## src/design/dbcu_pkg.sv

```systemverilog
// package: command codes, field positions, reset values and carrier types for the command unit
package dbcu_pkg;

   // ==========================================================
   // command encodings
   localparam logic [7:0] CMD_RD_PTR = 8'hA4;
   localparam logic [7:0] CMD_WR_PTR = 8'hA2;
   localparam logic [7:0] CMD_INC_CUR = 8'hA9;
   localparam logic [7:0] CMD_RD_CUR = 8'hAC;
   localparam logic [7:0] CMD_WR_CUR = 8'hAA;
   localparam logic [7:0] CMD_RD_CUR_INC = 8'hAD;
   localparam logic [7:0] CMD_WR_CUR_INC = 8'hAB;
   localparam logic [7:0] CMD_FILL = 8'hBB;
   localparam logic [2:0] GRP_MISC = 3'h1;
   localparam logic [2:0] GRP_RST_STAT = 3'h2;
   localparam logic [2:0] GRP_INT_EN = 3'h3;
   localparam logic [2:0] GRP_INT_DIS = 3'h4;

   // ==========================================================
   // field positions
   localparam int B_ONOFF = 0;
   localparam int B_FLOAT = 2;
   localparam int B_DISP = 3;
   localparam int B_CURS = 4;
   localparam int EV_LPEN = 0;
   localparam int EV_READY = 1;
   localparam int EV_SPLIT = 2;
   localparam int EV_LINE0 = 3;
   localparam int EV_VBLANK = 4;

   // ==========================================================
   // reset values and counts
   localparam logic [4:0] RST_FLAGS = 5'h00;
   localparam logic [4:0] RST_MASK = 5'h00;
   localparam logic [13:0] RST_ADDR = 14'h0000;
   localparam logic [7:0] RST_LATCH = 8'h00;
   localparam logic RST_DISP_OFF = 1'b1;
   localparam logic RST_IDLE = 1'b1;
   localparam logic [1:0] INC_TICKS = 2'h3;

   // ==========================================================
   // types
   typedef enum logic [2:0] {
      S_IDLE, S_HOLD, S_ACCESS, S_CAPTURE, S_INC, S_FILL, S_FILL_END
   } dbcu_fsm_e;

   typedef struct packed {
      logic hblank;
      logic vblank;
      logic line_start;
      logic field_start;
      logic char_clock;
   } dbcu_raster_s;

   typedef struct packed {
      dbcu_fsm_e fsm;
      logic [7:0] cmd;
      logic [13:0] cursor;
      logic [13:0] pointer;
      logic [7:0] latch;
      logic [4:0] stat;
      logic [4:0] irq;
      logic [4:0] mask;
      logic idle;
      logic disp_off;
      logic on_field;
      logic on_line;
      logic dab_oe;
      logic cursor_en;
      logic fill_blank;
      logic [1:0] inc_cnt;
      logic blank;
      logic cursor_out;
      logic irq_out;
      logic [13:0] dab;
      logic buf_rd;
      logic buf_wr;
      logic [13:0] buf_addr;
   } dbcu_state_s;

endpackage

```

## src/design/dbcu_top.sv

```systemverilog
// command execution unit of a raster display controller
`timescale 1ns/1ps
// ==========================================================
// Summary of operation
// RULE1 - A4 reads buffer at pointer into latch; A2 writes latch at pointer.
// RULE2 - AC reads buffer at cursor into latch; AA writes latch at cursor.
// RULE3 - AD reads at cursor then steps; AB writes at cursor then steps.
// RULE4 - A9 only steps cursor; BB fills latch from cursor to pointer.
// RULE5 - display off with bit 2 set floats the display address bus.
// RULE6 - display on resumes blanking at next field or line; drivers re-enabled.
// RULE7 - cursor off holds cursor output low; cursor on restores it.
// RULE8 - reset status clears selected flags: lpen, ready, split, line0, vblank.
// RULE9 - disable interrupts clears selected mask bits, blocking the irq line.
// RULE10 - enable interrupts clears selected flags and sets their mask bits.
// RULE11 - buffer accesses during active screen wait for horizontal blanking.
// RULE12 - buffer accesses in vertical retrace or display off run at once.
// RULE13 - cursor increment starts at once, takes about three char clocks.
// RULE14 - fill starts at once, blanks until vertical blanking after last write.
// RULE15 - host issues no new fill until that blanking release.
// RULE16 - finishing a deferred command sets ready flag and command idle flag.
// RULE17 - host waits for ready or idle before issuing another command.
// RULE18 - pointer transfers move one word using the pointer address.
// RULE19 - cursor increment adds one modulo 16K.
// RULE20 - cursor transfer with increment transfers first, then adds one.
// RULE21 - fill writes every address from cursor to pointer inclusive.
// RULE22 - after fill pointer unchanged and cursor equals pointer.
// RULE23 - host issues commands by writing the command byte.
// RULE24 - immediate commands act at once, never set ready, leave idle untouched.
// RULE25 - display off asserts blanking until display on.
// RULE26 - undefined command bytes are ignored.
module dbcu_top
   import dbcu_pkg::*;
(
   // clock and reset
   input wire logic i_core_clk,
   input wire logic i_reset_n,
   // command write from host logic
   input wire logic i_cmd_wr,
   input wire logic [7:0] i_cmd_data,
   // host writes of latch, cursor and pointer
   input wire logic i_latch_wr,
   input wire logic [7:0] i_latch_data,
   input wire logic i_cursor_wr,
   input wire logic [13:0] i_cursor_data,
   input wire logic i_pointer_wr,
   input wire logic [13:0] i_pointer_data,
   // raster timing and events
   input wire dbcu_raster_s i_raster,
   input wire logic [4:0] i_events,
   input wire logic i_cursor_match,
   input wire logic [13:0] i_refresh_addr,
   // display buffer port
   output logic o_buf_rd,
   output logic o_buf_wr,
   output logic [13:0] o_buf_addr,
   output logic [7:0] o_buf_wdata,
   input wire logic [7:0] i_buf_rdata,
   // display outputs
   output logic o_blank,
   output logic o_cursor,
   output logic [13:0] o_display_address_bus,
   output logic o_display_address_bus_oe,
   // status outputs
   output logic o_command_idle_flag,
   output logic [4:0] o_status,
   output logic [4:0] o_irq_flags,
   output logic [4:0] o_irq_mask,
   output logic o_host_irq_line,
   output logic [13:0] o_cursor_addr,
   output logic [13:0] o_pointer_addr
);

   dbcu_state_s st_q;
   dbcu_state_s st_d;
   logic go;
   logic is_delayed;
   logic [4:0] ev_set;

   // ==========================================================
   // decode helpers
   assign go = i_raster.hblank | i_raster.vblank | st_q.disp_off;
   // RULE4 delayed byte set
   assign is_delayed = (i_cmd_data == CMD_RD_PTR) || (i_cmd_data == CMD_WR_PTR) ||
                       (i_cmd_data == CMD_INC_CUR) || (i_cmd_data == CMD_RD_CUR) ||
                       (i_cmd_data == CMD_WR_CUR) || (i_cmd_data == CMD_RD_CUR_INC) ||
                       (i_cmd_data == CMD_WR_CUR_INC) || (i_cmd_data == CMD_FILL);

   // ==========================================================
   // next state
   always_comb begin
      st_d = st_q;
      ev_set = i_events;
      st_d.buf_rd = 1'b0;
      st_d.buf_wr = 1'b0;
      if (i_latch_wr) begin
         st_d.latch = i_latch_data;
      end
      if (i_cursor_wr) begin
         st_d.cursor = i_cursor_data;
      end
      if (i_pointer_wr) begin
         st_d.pointer = i_pointer_data;
      end
      // RULE23 command byte taken
      if (i_cmd_wr) begin
         // RULE24 immediate group, idle untouched
         unique case (i_cmd_data[7:5])
            GRP_MISC: begin
               if (i_cmd_data[B_DISP]) begin
                  if (i_cmd_data[B_ONOFF]) begin
                     // RULE6 resume at field or line
                     st_d.dab_oe = 1'b1;
                     st_d.on_field = i_cmd_data[B_FLOAT];
                     st_d.on_line = ~i_cmd_data[B_FLOAT];
                  end else begin
                     // RULE25 blank until display on
                     st_d.disp_off = 1'b1;
                     st_d.on_field = 1'b0;
                     st_d.on_line = 1'b0;
                     // RULE5 float address bus
                     st_d.dab_oe = ~i_cmd_data[B_FLOAT];
                  end
               end
               if (i_cmd_data[B_CURS]) begin
                  // RULE7 cursor enable
                  st_d.cursor_en = i_cmd_data[B_ONOFF];
               end
            end
            GRP_RST_STAT: begin
               // RULE8 clear selected flags
               st_d.stat = st_q.stat & ~i_cmd_data[4:0];
               st_d.irq = st_q.irq & ~i_cmd_data[4:0];
            end
            GRP_INT_DIS: begin
               // RULE9 clear selected masks
               st_d.mask = st_q.mask & ~i_cmd_data[4:0];
            end
            GRP_INT_EN: begin
               // RULE10 clear flags, set masks
               st_d.stat = st_q.stat & ~i_cmd_data[4:0];
               st_d.irq = st_q.irq & ~i_cmd_data[4:0];
               st_d.mask = st_q.mask | i_cmd_data[4:0];
            end
            default: begin
               // RULE26 delayed or undefined byte
               if (is_delayed && st_q.fsm == S_IDLE) begin
                  st_d.cmd = i_cmd_data;
                  st_d.idle = 1'b0;
                  if (i_cmd_data == CMD_INC_CUR) begin
                     // RULE13 starts regardless of blanking
                     st_d.fsm = S_INC;
                     st_d.inc_cnt = 2'h0;
                  end else if (i_cmd_data == CMD_FILL) begin
                     // RULE14 fill starts at once
                     st_d.fsm = S_FILL;
                     st_d.fill_blank = 1'b1;
                  end else if (go) begin
                     // RULE12 retrace or display off
                     st_d.fsm = S_ACCESS;
                  end else begin
                     // RULE11 wait for horizontal blanking
                     st_d.fsm = S_HOLD;
                  end
               end
            end
         endcase
      end
      // pending display on releases forced blanking, unless a display command in the same cycle cancelled it
      if (st_q.on_field && st_d.on_field && i_raster.field_start) begin
         st_d.disp_off = 1'b0;
         st_d.on_field = 1'b0;
      end
      if (st_q.on_line && st_d.on_line && i_raster.line_start) begin
         st_d.disp_off = 1'b0;
         st_d.on_line = 1'b0;
      end
      ev_set[EV_READY] = 1'b0;
      unique case (st_q.fsm)
         S_IDLE: begin
         end
         S_HOLD: begin
            if (go) begin
               st_d.fsm = S_ACCESS;
            end
         end
         S_ACCESS: begin
            // RULE1 pointer or cursor address select
            // RULE18 one word at pointer
            // RULE2 cursor address access
            if (st_q.cmd == CMD_RD_PTR || st_q.cmd == CMD_WR_PTR) begin
               st_d.buf_addr = st_q.pointer;
            end else begin
               st_d.buf_addr = st_q.cursor;
            end
            st_d.buf_rd = (st_q.cmd == CMD_RD_PTR) || (st_q.cmd == CMD_RD_CUR) ||
                          (st_q.cmd == CMD_RD_CUR_INC);
            st_d.buf_wr = ~st_d.buf_rd;
            st_d.fsm = S_CAPTURE;
         end
         S_CAPTURE: begin
            if (st_q.buf_rd) begin
               st_d.latch = i_buf_rdata;
            end
            // RULE3 step after transfer
            // RULE20 increment follows transfer
            if (st_q.cmd == CMD_RD_CUR_INC || st_q.cmd == CMD_WR_CUR_INC) begin
               st_d.cursor = st_q.cursor + 14'h0001;
            end
            st_d.fsm = S_IDLE;
            ev_set[EV_READY] = 1'b1;
         end
         S_INC: begin
            if (i_raster.char_clock) begin
               st_d.inc_cnt = st_q.inc_cnt + 2'h1;
               if (st_q.inc_cnt == 2'(INC_TICKS - 2'h1)) begin
                  // RULE19 add one, wraps at 16K
                  st_d.cursor = st_q.cursor + 14'h0001;
                  st_d.fsm = S_IDLE;
                  ev_set[EV_READY] = 1'b1;
               end
            end
         end
         S_FILL: begin
            // RULE21 inclusive write sweep
            st_d.buf_wr = 1'b1;
            st_d.buf_addr = st_q.cursor;
            // RULE22 cursor stops at pointer
            if (st_q.cursor == st_q.pointer) begin
               st_d.fsm = S_FILL_END;
            end else begin
               st_d.cursor = st_q.cursor + 14'h0001;
            end
         end
         S_FILL_END: begin
            // RULE14 release at vertical blanking
            if (i_events[EV_VBLANK]) begin
               st_d.fill_blank = 1'b0;
               st_d.fsm = S_IDLE;
               ev_set[EV_READY] = 1'b1;
            end
         end
      endcase
      // RULE16 ready and idle on completion
      if (ev_set[EV_READY]) begin
         st_d.idle = 1'b1;
      end
      // hardware sets win over command clears
      st_d.stat = st_d.stat | ev_set;
      st_d.irq = st_d.irq | (ev_set & st_d.mask);
      st_d.irq_out = |(st_d.irq & st_d.mask);
      st_d.blank = i_raster.hblank | i_raster.vblank | st_d.disp_off | st_d.fill_blank;
      st_d.cursor_out = st_d.cursor_en & i_cursor_match;
      st_d.dab = i_refresh_addr;
   end

   // ==========================================================
   // state register
   always_ff @(posedge i_core_clk) begin
      if (!i_reset_n) begin
         st_q <= '0;
         st_q.fsm <= S_IDLE;
         st_q.cursor <= RST_ADDR;
         st_q.pointer <= RST_ADDR;
         st_q.buf_addr <= RST_ADDR;
         st_q.latch <= RST_LATCH;
         st_q.stat <= RST_FLAGS;
         st_q.irq <= RST_FLAGS;
         st_q.mask <= RST_MASK;
         st_q.idle <= RST_IDLE;
         st_q.disp_off <= RST_DISP_OFF;
         st_q.blank <= RST_DISP_OFF;
         st_q.dab_oe <= 1'b1;
      end else begin
         st_q <= st_d;
      end
   end

   // ==========================================================
   // outputs
   assign o_buf_rd = st_q.buf_rd;
   assign o_buf_wr = st_q.buf_wr;
   assign o_buf_addr = st_q.buf_addr;
   assign o_buf_wdata = st_q.latch;
   assign o_blank = st_q.blank;
   assign o_cursor = st_q.cursor_out;
   assign o_display_address_bus = st_q.dab;
   assign o_display_address_bus_oe = st_q.dab_oe;
   assign o_command_idle_flag = st_q.idle;
   assign o_status = st_q.stat;
   assign o_irq_flags = st_q.irq;
   assign o_irq_mask = st_q.mask;
   assign o_host_irq_line = st_q.irq_out;
   assign o_cursor_addr = st_q.cursor;
   assign o_pointer_addr = st_q.pointer;
endmodule

```

## config.mk

```make
export PLATFORM = sky130hd
export DESIGN_NAME = dbcu_top
export DESIGN_NICKNAME = d
export VERILOG_FILES = /design/src/design/dbcu_pkg.sv /design/src/design/dbcu_top.sv
export SDC_FILE = /design/constraint.sdc
export NUM_CORES = 1
export LEC_CHECK = 0
export ABC_AREA = 1
export BUFFER_PORTS_ARGS = -buffer_cell sky130_fd_sc_hd__clkbuf_2
export CORE_MARGIN = 2
export CORE_UTILIZATION = 40
export DETAILED_ROUTE_END_ITERATION = 8
export GPL_TIMING_DRIVEN = 0
export PLACE_DENSITY = 0.67
export SYNTH_ARGS = -nofsm -noshare
export SYNTH_HDL_FRONTEND = slang
export SYNTH_SLANG_ARGS = --single-unit
export TNS_END_PERCENT = 50
```

## constraint.sdc

```tcl
create_clock -name i_core_clk -period 1.6 [get_ports i_core_clk]
set_clock_uncertainty 0.1 [all_clocks]
set_input_delay 0.08 -clock i_core_clk [delete_from_list [all_inputs] [get_ports i_core_clk]]
set_output_delay 0.08 -clock i_core_clk [all_outputs]
set_load 0.05 [all_outputs]
```

* Word level (Yosys, flattened, before mapping)
Index checks and enable logic that the tools add are counted.
** Word-level totals
- Output and inout bits :: 86
- Bits of input ports :: 83
- Word-level logic and storage cells :: 143
- Register bits after elaboration :: 104
** Operators by class
- Muxes and demuxes :: 48
- $add $sub $neg :: 2
- Bitwise logic cells :: 18
- Reduce and logical (&&, ||, !) cells :: 27
- Equality and inequality tests :: 25
** Operators with widths (count)
- equality test 8 bit (second input constant) :: 13
- 2-to-1 mux 14 bit :: 6
- case mux 14 bit (3 select lines) :: 1
- 2-to-1 mux 11 bit :: 3
- 2-to-1 mux 3 bit :: 10
- case mux 15 bit (2 select lines) :: 1
- bitwise AND 5 bit :: 5
- 2-to-1 mux 24 bit :: 1
- 2-to-1 mux 8 bit :: 3
- case mux 3 bit (6 select lines) :: 1
- OR 5 bit :: 3
- adder 14 x 1 -> 14 bit (second input constant) :: 1
- equality test 14 bit :: 1
- equality test 3 x 2 -> 1 bit (second input constant) :: 4
- equality test 3 bit (second input constant) :: 4
- 2-to-1 mux 1 bit :: 12
- logical OR 1 bit :: 11
- 2-to-1 mux 10 bit :: 1
- 2-to-1 mux 2 bit :: 5
- case mux 5 bit (2 select lines) :: 1
- OR reduction 2 bit :: 4
- equality test 3 x 1 -> 1 bit (second input constant) :: 2
- AND reduction 3 bit :: 2
- logical AND 1 bit :: 5
- 14 further kinds :: 20

* Depth between registers and ports, before layout
Gate-level depths: netlist of run 1.
- Word-level depth :: 18
- Gate-level depth with buffers :: 11
- Depth with buffers taken out :: 11

* Worst setup path before layout of run 1
Ideal clock, no wire load.
- Kind :: reg-to-reg
- Start :: reg st_q, in the netlist o_buf_rd
- End :: reg st_q, in the netlist o_buf_wdata[7]
- Cell stages (with the launch flop) :: 5
- Clock period less this slack :: 1605 ps
- Library setup time :: 65 ps
- Data required time :: 1435 ps
- Path buffers :: 0
- Data arrival time :: 1440 ps
- Slack :: -5 ps
- Path through :: dfxtp_1 > clkinv_1 > nor2_1 > o21ai_0 > nor2_1
** Between the ends
- Longest elaborated chain between the ends :: 2
** RTL lines
- start, declared :: RTL line dbcu_top.sv:73 : dbcu_state_s st_q;
- start signal, assigned :: RTL line dbcu_top.sv:274 : st_q <= st_d;
- 2-to-1 mux 8 bit :: RTL line dbcu_top.sv:201 : if (st_q.buf_rd) begin
- 2-to-1 mux 8 bit :: RTL line dbcu_top.sv:178 : unique case (st_q.fsm)
No other way between the ends.
A chain may end at the register's enable or synchronous reset.

* Worst setup path in the final report of run 1
- Start :: reg st_q, in the netlist o_cursor_addr[7]
- End :: reg st_q, in the netlist o_cursor_addr[12]
** Between the ends
- Longest elaborated chain between the ends :: 4
- Elaborated cells on any way between the ends :: 7
- Classes of those cells :: add/sub (1); eq/ne (1); mux (5)
** RTL lines
- adder 14 x 1 -> 14 bit :: RTL line dbcu_top.sv:207, dbcu_top.sv:217, dbcu_top.sv:231
- 2-to-1 mux 14 bit :: RTL line dbcu_top.sv:215 : if (st_q.inc_cnt == 2'(INC_TICKS - 2'h1)) begin
- 2-to-1 mux 14 bit :: RTL line dbcu_top.sv:213 : if (i_raster.char_clock) begin
- case mux 14 bit (3 select lines) * :: RTL line dbcu_top.sv:178
Mark *: on every way between the ends. The rest lies on a longest branch, timed or not.

==> metrics.txt, run 1 <==
class of the most critical setup path register to register; layout overhead on the synthesized area 43.5%; Initial Util 0.409; Worst setup EP type register; syn_nets around 900; combinational share of power 0.277; clock transition at the registers of the reported paths around 0.07 ns; vias in the first global route 5,590; fin. max-slew vios 0; remaining antenna violation count 0; layout cells sized above 1 0.371; final hold violation count 1; period utilization 1.01; CP max stage cell dfxtp_2; violated checks negative hold slack, negative setup slack; CTS Buffer Depth 2; fin cells between 1,000 and 1,500; DRT Wirelength roughly 17 mm; Final WS setup -0.0123 ns; area leader, netlist dfxtp_1; part of the power in registers 0.387; CP Max Fanout 7; switching fraction of total power 0.330; vias post-DR ~6,000; Synth top area share 0.367; M1 WL approximately 8 mm; main flop type after synthesis dfxtp_1; RSZ-0062 raised after global routing yes; Yosys reg bits approximately 100; Post-Place Cells 1,155; WL/cell around 14 µm; detailed-route DRC error count 0; top cells by count, synth nand2_1, dfxtp_1, inv_1; most common cell in the netlist nand2_1; pin slew with the least headroom to its limit 0.702 ns; delay-heaviest family, CP simple AND/OR/NAND/NOR gates; H-tree depth 3; drt initial violations roughly 430; WHS -0.00254 ns; final instance area 0.00814 mm²; Overflow after GRT 0; yosys warns 0; DRT Pass-1 Iters 5; Cell Pwr Density around 920 mW/mm²; GRT Util Overall 0.222; IO Pins about 170; Power Internal between 5 and 6 mW; CTS root buf clkbuf_16; initial antenna violation count 0; Core Util, Final 0.587; CP required ~1.8 ns; CTS tree done; max layer used met4; first-pass GRT wire length 26.5 mm; Max Freq around 0.62 GHz; crit path DAT 1.79 ns; Die W roughly 120 µm; # rows between 40 and 50; Vias/cell ~4.8; Post-synth EDFFs 0; Hold Crit Class input port to register; HPWL Detailed ~12 mm; Mapped Cells a little over 800; status finished with violations; CP Cell Sequence xor2_1, nor2_1, nand2_1, nor2_2, nand2_2, nand2_4, buf_8, nand3_4, a21oi_2; Core ar. roughly 0.014 mm²; post-synth cell types 37; Tot Pwr 7.51 mW; max_slew headroom 0.532; top cells by area, synth dfxtp_1, nand2_1, buf_4; placed cell areas 0.00672 mm²; maximum vdd drop 0.000786 V; Post-Syn Area between 0.005 and 0.006 mm²; ys async rst share 0; critical path launch point type register; fin crit period roughly 1.6 ns; IO Port Bufs ~160; Syn Area/Cell 6.99 µm²; slowest stage delay, CP 0.38 ns; Clk pwr share 0.336; die area 0.0152 mm²; cts bufs inserted 9; Met2 Wirelength 7.97 mm; Die H approximately 120 µm; pre-CTS setup slack -0.247 ns; register area share after synthesis 0.367; Clock Latency Late Sink approximately 0.35 ns; largest net degree at the start of global routing 17; met3 WL approximately 1.3 mm; Lkg Pwr between 3 and 4 nW; final setup fails 2; ant diodes 0; buffers and inverters on the worst path 1; routability cong. around 0.9; final-stage net count roughly 1,100; CTS Sinks ~100; P_sw 2.48 mW; max cap viols 0
worst reg2reg max path, delay by kind of cell (launching register included):
| kind | cells | cell delay [ns] |
|---|---|---|
| simple gates | 6 | 0.61 |
| flops | 1 | 0.38 |
| compound gates | 1 | 0.15 |
| buf+inv | 1 | 0.14 |
| xor+xnor | 1 | 0.16 |
registers in the layout (all words and copies together) (netlist names), 5 cells and up:
| name | cells |
|---|---|
| o_cursor_addr | 14 |
| o_irq_mask | 5 |
| o_irq_flags | 5 |
| o_status | 5 |
| o_pointer_addr | 14 |
| o_display_address_bus | 14 |
| o_buf_wdata | 8 |
| o_buf_addr | 14 |
| st_q | 18 |
power by group through the flow:
stage,Clock [mW],Combinational (mW),Sequential [mW]
2_1_floorplan,0,1.31,2.92
3_3_place_gp,0,1.75,2.93
3_5_place_dp,0,1.76,2.94
4_1_cts,2.58,1.93,2.89
5_1_grt,2.65,2.24,2.92
6_report,2.52,2.08,2.90
worst paths after layout:
kind                    start           endpoint  slack [ns]  cells past startpoint
max          o_cursor_addr[7]  o_cursor_addr[12]       -0.01                      9
min             i_cmd_data[3]           st_q[96]      -0.003                      3
max reg2reg  o_cursor_addr[7]  o_cursor_addr[12]       -0.01                      9
min reg2reg         st_q[100]          st_q[100]        0.36                      2
metal layers:
| layer | up-vias | global-route usage |
|---|---|---|
| met5 | - | 0 |
| met4 | 0 | 0.0703 |
| met3 | 24 | 0.0507 |
| met2 | 238 | 0.359 |
| met1 | 2705 | 0.293 |
| li1 | 3063 | - |
logic make-up after synthesis:
logic type / synth area share
AO/OA/AOI/OAI: 0.150
XOR/XNOR: 0.0231
adder cells (fa/ha/maj): 0.00441
buffers and inverters: 0.190
flip-flops: 0.367
multiplexers: 0.0159
AND/OR/NAND/NOR: 0.250
final cells by class:
class,count,area (µm²)
Timing Repair Buffer,238,1550
Tap cell,180,225
Clock inverter,6,108
Clock buffer,10,229
Inverter,91,349
Fill cell,1283,5740
Buffer,108,781
Multi-Input combinational cell,508,2760
Sequential cell,104,2140
layout by cell type, fill, tap and decap left out, types with 5 or more instances in the layout:
cell type and n:
o21ai_0 59, o211ai_1 14, clkbuf_1 16, nand3_1 32, nor3_1 14, inv_1 81, xor2_1 14, nor2_1 68
mux2_2 8, a21oi_2 7, dlygate4sd3_1 56, a21oi_1 39, a31oi_1 15, inv_2 5, dfxtp_4 7, nand4_1 10
dfxtp_1 74, clkbuf_2 163, nor2_2 8, nand2_2 10, nand2_1 157, o21ai_1 8, nand3_2 16, clkbuf_16 10
buf_6 8, buf_4 94, dfxtp_2 23
metrics by stage:
stage	setup TNS [ns]	hold WS [ns]
6_report	-0.0140	-0.00254
2_1_floorplan	0	0.0776
3_3_place_gp	-6.02	0.161
4_1_cts	-0.297	0.000957
5_1_grt	-0.986	0.0235
3_5_place_dp	-6.15	0.166
repair_timing:
action / 4_1_cts / 5_1_grt
setup endpoints to repair: 50 / 50
hold buffers: 55 / 1
gates cloned: 2 / 2
hold endpoints to repair: 52 / 1
pin swaps: 12 / 25
gates resized for setup: 55 / 76
buffers inserted: 8 / 7
Note: power is estimated with default switching activity, not from simulation.
==> run 2, diff against run 1 <==
==> constraint.sdc (replaced) <==
create_clock -name i_core_clk -period 1.6 [get_ports i_core_clk]
set_clock_uncertainty 0.1 [all_clocks]
set_input_delay 0.24 -clock i_core_clk [delete_from_list [all_inputs] [get_ports i_core_clk]]
set_output_delay 0.24 -clock i_core_clk [all_outputs]
set_load 0.05 [all_outputs]
==> run 2 against run 1 <==
  * Worst setup slack lost 0.050 ns
  * Sequential power is essentially flat
  * The run ends with negative setup slack left
  * Highest routed layer unchanged
  * Worst hold slack gained 0.0088 ns
  * Maximum frequency shrank 3.0%
  * Critical endpoint is now o_cursor_addr[8]
  * Largest cell class unchanged
  * Die area is the same
==> metrics.txt, run 2 (same netlist as run 1, synthesis figures left out) <==
fin crit period 1.66 ns (was 1.61 ns); H-tree depth 3 (unchanged); end of the critical path o_cursor_addr[8] (was o_cursor_addr[12]); detailed-route DRC error count 0 (unchanged); GRT Util Overall 0.218 (was 0.222); Die H 123 µm (unchanged); IO Port Bufs 163 (unchanged); first-pass GRT wire length 25.9 mm (was 26.5 mm); Tot Pwr 7.49 mW (was 7.51 mW); cts bufs inserted 9 (unchanged); layout cells sized above 1 0.391 (was 0.371); clock transition at the registers of the reported paths 0.07 ns (about the same); reg2reg start o_cursor_addr[7] (unchanged); final-stage net count 1,111 (was 1,145); most frequent cells in the layout clkbuf_2, nand2_1, buf_4 (unchanged); RSZ-0062 raised after global routing yes (unchanged); max_slew headroom 0.530 (was 0.532); max cap viols 0 (unchanged); Critical path origin o_cursor_addr[7] (unchanged); CTS tree done (unchanged); remaining antenna violation count 0 (unchanged); r2r endpoint o_cursor_addr[8] (was o_cursor_addr[12]); Cell Pwr Density 956 mW/mm² (was 922 mW/mm²); violated checks negative setup slack (was negative hold slack, negative setup slack); Min-Delay Startpoint i_pointer_data[11] (was i_cmd_data[3]); critical path launch point type register (unchanged); most common cell after layout, fill and taps aside clkbuf_2 (unchanged); Max Freq 0.602 GHz (was 0.620 GHz); initial antenna violation count 0 (unchanged); layout overhead on the synthesized area 38.0% (was 43.5%); crit path DAT 1.84 ns (was 1.79 ns); Die W 123 µm (unchanged); Post-Place Cells 1,155 (unchanged); status finished with violations (unchanged); routability cong. 0.886 (unchanged); Hold Crit Class input port to register (unchanged); DRT Wirelength 17.2 mm (was 17.5 mm); Worst setup EP type register (unchanged); largest net degree at the start of global routing 17 (unchanged); final setup fails 11 (was 2); class of the most critical setup path register to register (unchanged); CP required 1.78 ns (about the same); period utilization 1.04 (was 1.01); Final WS setup -0.0622 ns (was -0.0123 ns); IO Pins 169 (unchanged); Clock Latency Late Sink 0.36 ns (was 0.35 ns); final instance area 0.00784 mm² (was 0.00814 mm²); Largest Register st_q (unchanged); # rows 43 (unchanged); WL/cell 14.2 µm (was 14.0 µm); Overflow after GRT 0 (unchanged); maximum vdd drop 0.000750 V (was 0.000786 V); Initial Util 0.409 (unchanged); die area 0.0152 mm² (unchanged); final hold violation count 0 (was 1); CTS root buf clkbuf_16 (unchanged); fin cells 1,211 (was 1,245); fin. max-slew vios 0 (unchanged); Core ar. 0.0139 mm² (unchanged); HPWL Detailed 12.2 mm (unchanged); register-to-register setup slack -0.06 ns (was -0.01 ns); CP Max Fanout 7 (unchanged); vias in the first global route 5,387 (was 5,590); placed cell areas 0.00672 mm² (unchanged); pre-CTS setup slack -0.247 ns (unchanged); Worst R2R Path Depth 9 (unchanged); ant diodes 0 (unchanged); Vias/cell 4.85 (was 4.84); vias post-DR 5,875 (was 6,030); CTS Sinks 104 (unchanged); drt initial violations 499 (was 434); post-route setup TNS -0.382 ns (was -0.0140 ns); Lkg Pwr 3.85 nW (was 3.99 nW); CTS Buffer Depth 2 (unchanged); number of flip-flops in the largest register 18 (unchanged); pin slew with the least headroom to its limit 0.705 ns (was 0.702 ns); DRT Pass-1 Iters 5 (unchanged)
## run 2: changes by cell type in the layout (fill, tap and decap cells not counted), sizes merged
| cell | delta |
|---|---|
| dlygate4sd3 | -37 |
| clkbuf | -3 |
| buf | +6 |
## run 2: what timing repair did
item,in CTS,in global routing
hold buffers,19,0
gates resized for setup,57,80
setup endpoints to repair,56,51
endpoints found under the hold margin,19,0
pin swaps,12,27
setup buffers,8,10
cloned,2,2
## run 2: cell type report
class	count	area (µm²)
Multi-Input combinational cell	508	2800
Clock inverter	6	108
Inverter	91	349
Sequential cell	104	2130
Tap cell	180	225
Clock buffer	10	229
Timing Repair Buffer	204	1210
Buffer	108	774
Fill cell	1311	6050
## run 2: power by group
part           internal, mW  switching, mW  total [mW]
Combinational         0.727           1.32        2.05
Clock                  1.53           1.01        2.53
Sequential             2.75          0.155        2.91
## run 2: worst min-delay path by stage
stage / end / slack [ns] / cells after the start
4_1_cts: o_pointer_addr[9] / 0.00008 / 3
3_5_place_dp: o_display_address_bus[7] / 0.33 / 3
6_report: o_pointer_addr[11] / 0.006 / 3
2_1_floorplan: o_display_address_bus[0] / 0.24 / 2
3_3_place_gp: o_display_address_bus[6] / 0.32 / 3
5_1_grt: o_buf_wdata[7] / 0.02 / 3
## run 2: per-layer routing
layer | track usage | share of wire | vias up
li1 | - | - | 2992
met1 | 0.289 | 0.45 | 2605
met2 | 0.345 | 0.45 | 252
met3 | 0.0558 | 0.083 | 26
met4 | 0.0717 | 0.018 | 0
met5 | 0 | 0 | -
## run 2: worst max-delay path, stage by stage, from the launching register on
cell and delay, ns:
dfxtp_2 0.45, xor2_1 0.10, nor2_1 0.09, nand2_1 0.08
nor2_2 0.16, nand2_2 0.09, nand2_4 0.14, buf_8 0.15
nand3_2 0.07, a21oi_1 0.14
## run 2: stage by stage
step / util / hold WS, ns
after floorplan: - / 0.238
after global placement: 0.484 / 0.321
after detailed placement: 0.484 / 0.326
after CTS: 0.539 / 0.0000772
after global routing: 0.564 / 0.0220
final: 0.564 / 0.00626
==> run 3, diff against run 2 <==
- CTS_CLUSTER_DIAMETER: default -> 120
- PLACE_DENSITY: 0.67 -> default
- PLACE_DENSITY_LB_ADDON: default -> 0.15
- SKIP_LAST_GASP: default -> 1
==> run 3 against run 2 <==
  * The run still ends with negative setup slack left
  * Clock-buffer cell count is 2 higher
  * Utilization is 2.7 points lower
  * Cell count is 1.2% lower
  * Critical path depth stayed put
  * Maximum frequency is 0.25% lower
  * First-iteration DRC count is 22% lower
  * Critical endpoint is now o_cursor_addr[2]
  * Highest routed layer unchanged
==> metrics.txt, run 3 (same netlist as run 1, synthesis figures left out) <==
status finished with violations (unchanged); detailed-route DRC error count 0 (unchanged); CP max stage cell dfxtp_1 (was dfxtp_2); layout overhead on the synthesized area 31.5% (was 38.0%); CP Max Fanout 8 (was 7); Post-Place Cells 1,155 (unchanged); WL/cell 13.8 µm (was 14.2 µm); Vias/cell 4.77 (was 4.85); CTS Sinks 104 (unchanged); remaining antenna violation count 0 (unchanged); largest net degree at the start of global routing 15 (was 17); delay-heaviest family, CP simple AND/OR/NAND/NOR gates (unchanged); CTS Buffer Depth 2 (unchanged); maximum vdd drop 0.000547 V (was 0.000750 V); Die W 123 µm (unchanged); Hold Crit Class input port to register (unchanged); die area 0.0152 mm² (unchanged); post-route setup TNS -0.661 ns (was -0.382 ns); layout cells sized above 1 0.347 (was 0.391); Max Freq 0.600 GHz (was 0.602 GHz); fin. max-slew vios 0 (unchanged); CP Cell Sequence clkbuf_4, nor2_4, nand2_1, nor2_2, nand2_2, o21a_2, buf_4, nand3_1, a21oi_1 (was xor2_1, nor2_1, nand2_1, nor2_2, nand2_2, nand2_4, buf_8, nand3_2, a21oi_1); clock transition at the registers of the reported paths 0.07 ns (about the same); first-pass GRT wire length 25.0 mm (was 25.9 mm); final setup fails 14 (was 11); HPWL Detailed 12.2 mm (about the same); most common cell after layout, fill and taps aside clkbuf_2 (unchanged); CP required 1.71 ns (was 1.78 ns); Lkg Pwr 3.72 nW (was 3.85 nW); max cap viols 0 (unchanged); fin crit period 1.67 ns (was 1.66 ns); Tot Pwr 6.92 mW (was 7.49 mW); placed cell areas 0.00672 mm² (unchanged); period utilization 1.04 (about the same); Worst setup EP type register (unchanged); Clock Latency Late Sink 0.35 ns (was 0.36 ns); Fillers 1,392 (was 1,311); DRT Wirelength 16.5 mm (was 17.2 mm); initial antenna violation count 0 (unchanged); Overflow after GRT 0 (unchanged); GRT Util Overall 0.210 (was 0.218); most frequent cells in the layout clkbuf_2, nand2_1, buf_4 (unchanged); cts bufs inserted 9 (unchanged); crit path DAT 1.77 ns (was 1.84 ns); CTS root buf clkbuf_16 (unchanged); IO Pins 169 (unchanged); CTS tree done (unchanged); pre-CTS setup slack -0.353 ns (was -0.247 ns); Initial Util 0.409 (unchanged); ant diodes 0 (unchanged); routability cong. 0.893 (was 0.886); DRT Pass-1 Iters 5 (unchanged); FF/Latch Area 0.00211 mm² (was 0.00213 mm²); drt initial violations 391 (was 499); violated checks negative setup slack (unchanged); fin cells 1,196 (was 1,211); Core Util, Final 0.538 (was 0.564); number of flip-flops in the largest register 18 (unchanged); critical path launch point type register (unchanged); max_slew headroom 0.601 (was 0.530); WHS 0.0128 ns (was 0.00626 ns); Final WS setup -0.0663 ns (was -0.0622 ns); slowest stage delay, CP 0.31 ns (was 0.45 ns); Die H 123 µm (unchanged); buffers and inverters on the worst path 2 (was 1); multi-input logic area 0.00267 mm² (was 0.00280 mm²); H-tree depth 3 (unchanged); # rows 43 (unchanged); Core ar. 0.0139 mm² (unchanged); IO Port Bufs 163 (unchanged); final hold violation count 0 (unchanged); class of the most critical setup path register to register (unchanged); vias in the first global route 4,919 (was 5,387); pin slew with the least headroom to its limit 0.599 ns (was 0.705 ns); final-stage net count 1,099 (was 1,111); Largest Register st_q (unchanged); RSZ-0062 raised after global routing yes (unchanged); vias post-DR 5,709 (was 5,875); Cell Pwr Density 926 mW/mm² (was 956 mW/mm²); final instance area 0.00747 mm² (was 0.00784 mm²)
[run 3: cell count changes in the layout (fill, tap and decap cells not counted), sizes merged]
cell         previous run  this run
buf                   112       106
dlygate4sd3            19        15
bufinv                  3         0
clkinv                  4         3
clkinvlp                1         0
[run 3: cell type report]
type,count,share of cell area
clock buffer,12,0.0343
clock inverter,1,0.000670
sequential,104,0.283
buffer,108,0.104
tap,180,0.0302
timing repair buffer,192,0.144
inverter,91,0.0461
multi-input combinational,508,0.358
[run 3: path summary, 6_finish.rpt]
kind | startpoint | endpoint | slack (ns) | cells after the start
worst max-delay path | st_q[101] | o_cursor_addr[2] | -0.07 | 9
worst min-delay path | i_raster[1] | st_q[39] | 0.01 | 2
worst max register to register | st_q[101] | o_cursor_addr[2] | -0.07 | 9
worst min register to register | st_q[98] | st_q[98] | 0.36 | 2
[run 3: per-layer routing]
metal  vias to the layer above  share of wire  global-route usage  wire, µm
met2                       200           0.44               0.329      7270
li1                       2966              -                   -         -
met4                         0          0.013              0.0653       215
met5                         -              0                   0         0
met3                        16          0.075              0.0401      1240
met1                      2527           0.47               0.293      7750
[run 3: repair_timing]
| item | in CTS | in global routing |
|---|---|---|
| hold buffers | 15 | 0 |
| endpoints found under the setup margin | 54 | 59 |
| buffers inserted | 4 | 8 |
| endpoints found under the hold margin | 15 | 0 |
| pin swaps | 4 | 5 |
| gates resized for setup | 40 | 51 |
| gates cloned | 1 | 1 |
[run 3: report_power, final]
part	total, mW	internal, mW	switching (mW)
Sequential	2.90	2.75	0.149
Combinational	1.94	0.673	1.27
Clock	2.07	1.11	0.958
Total	6.92	4.54	2.38
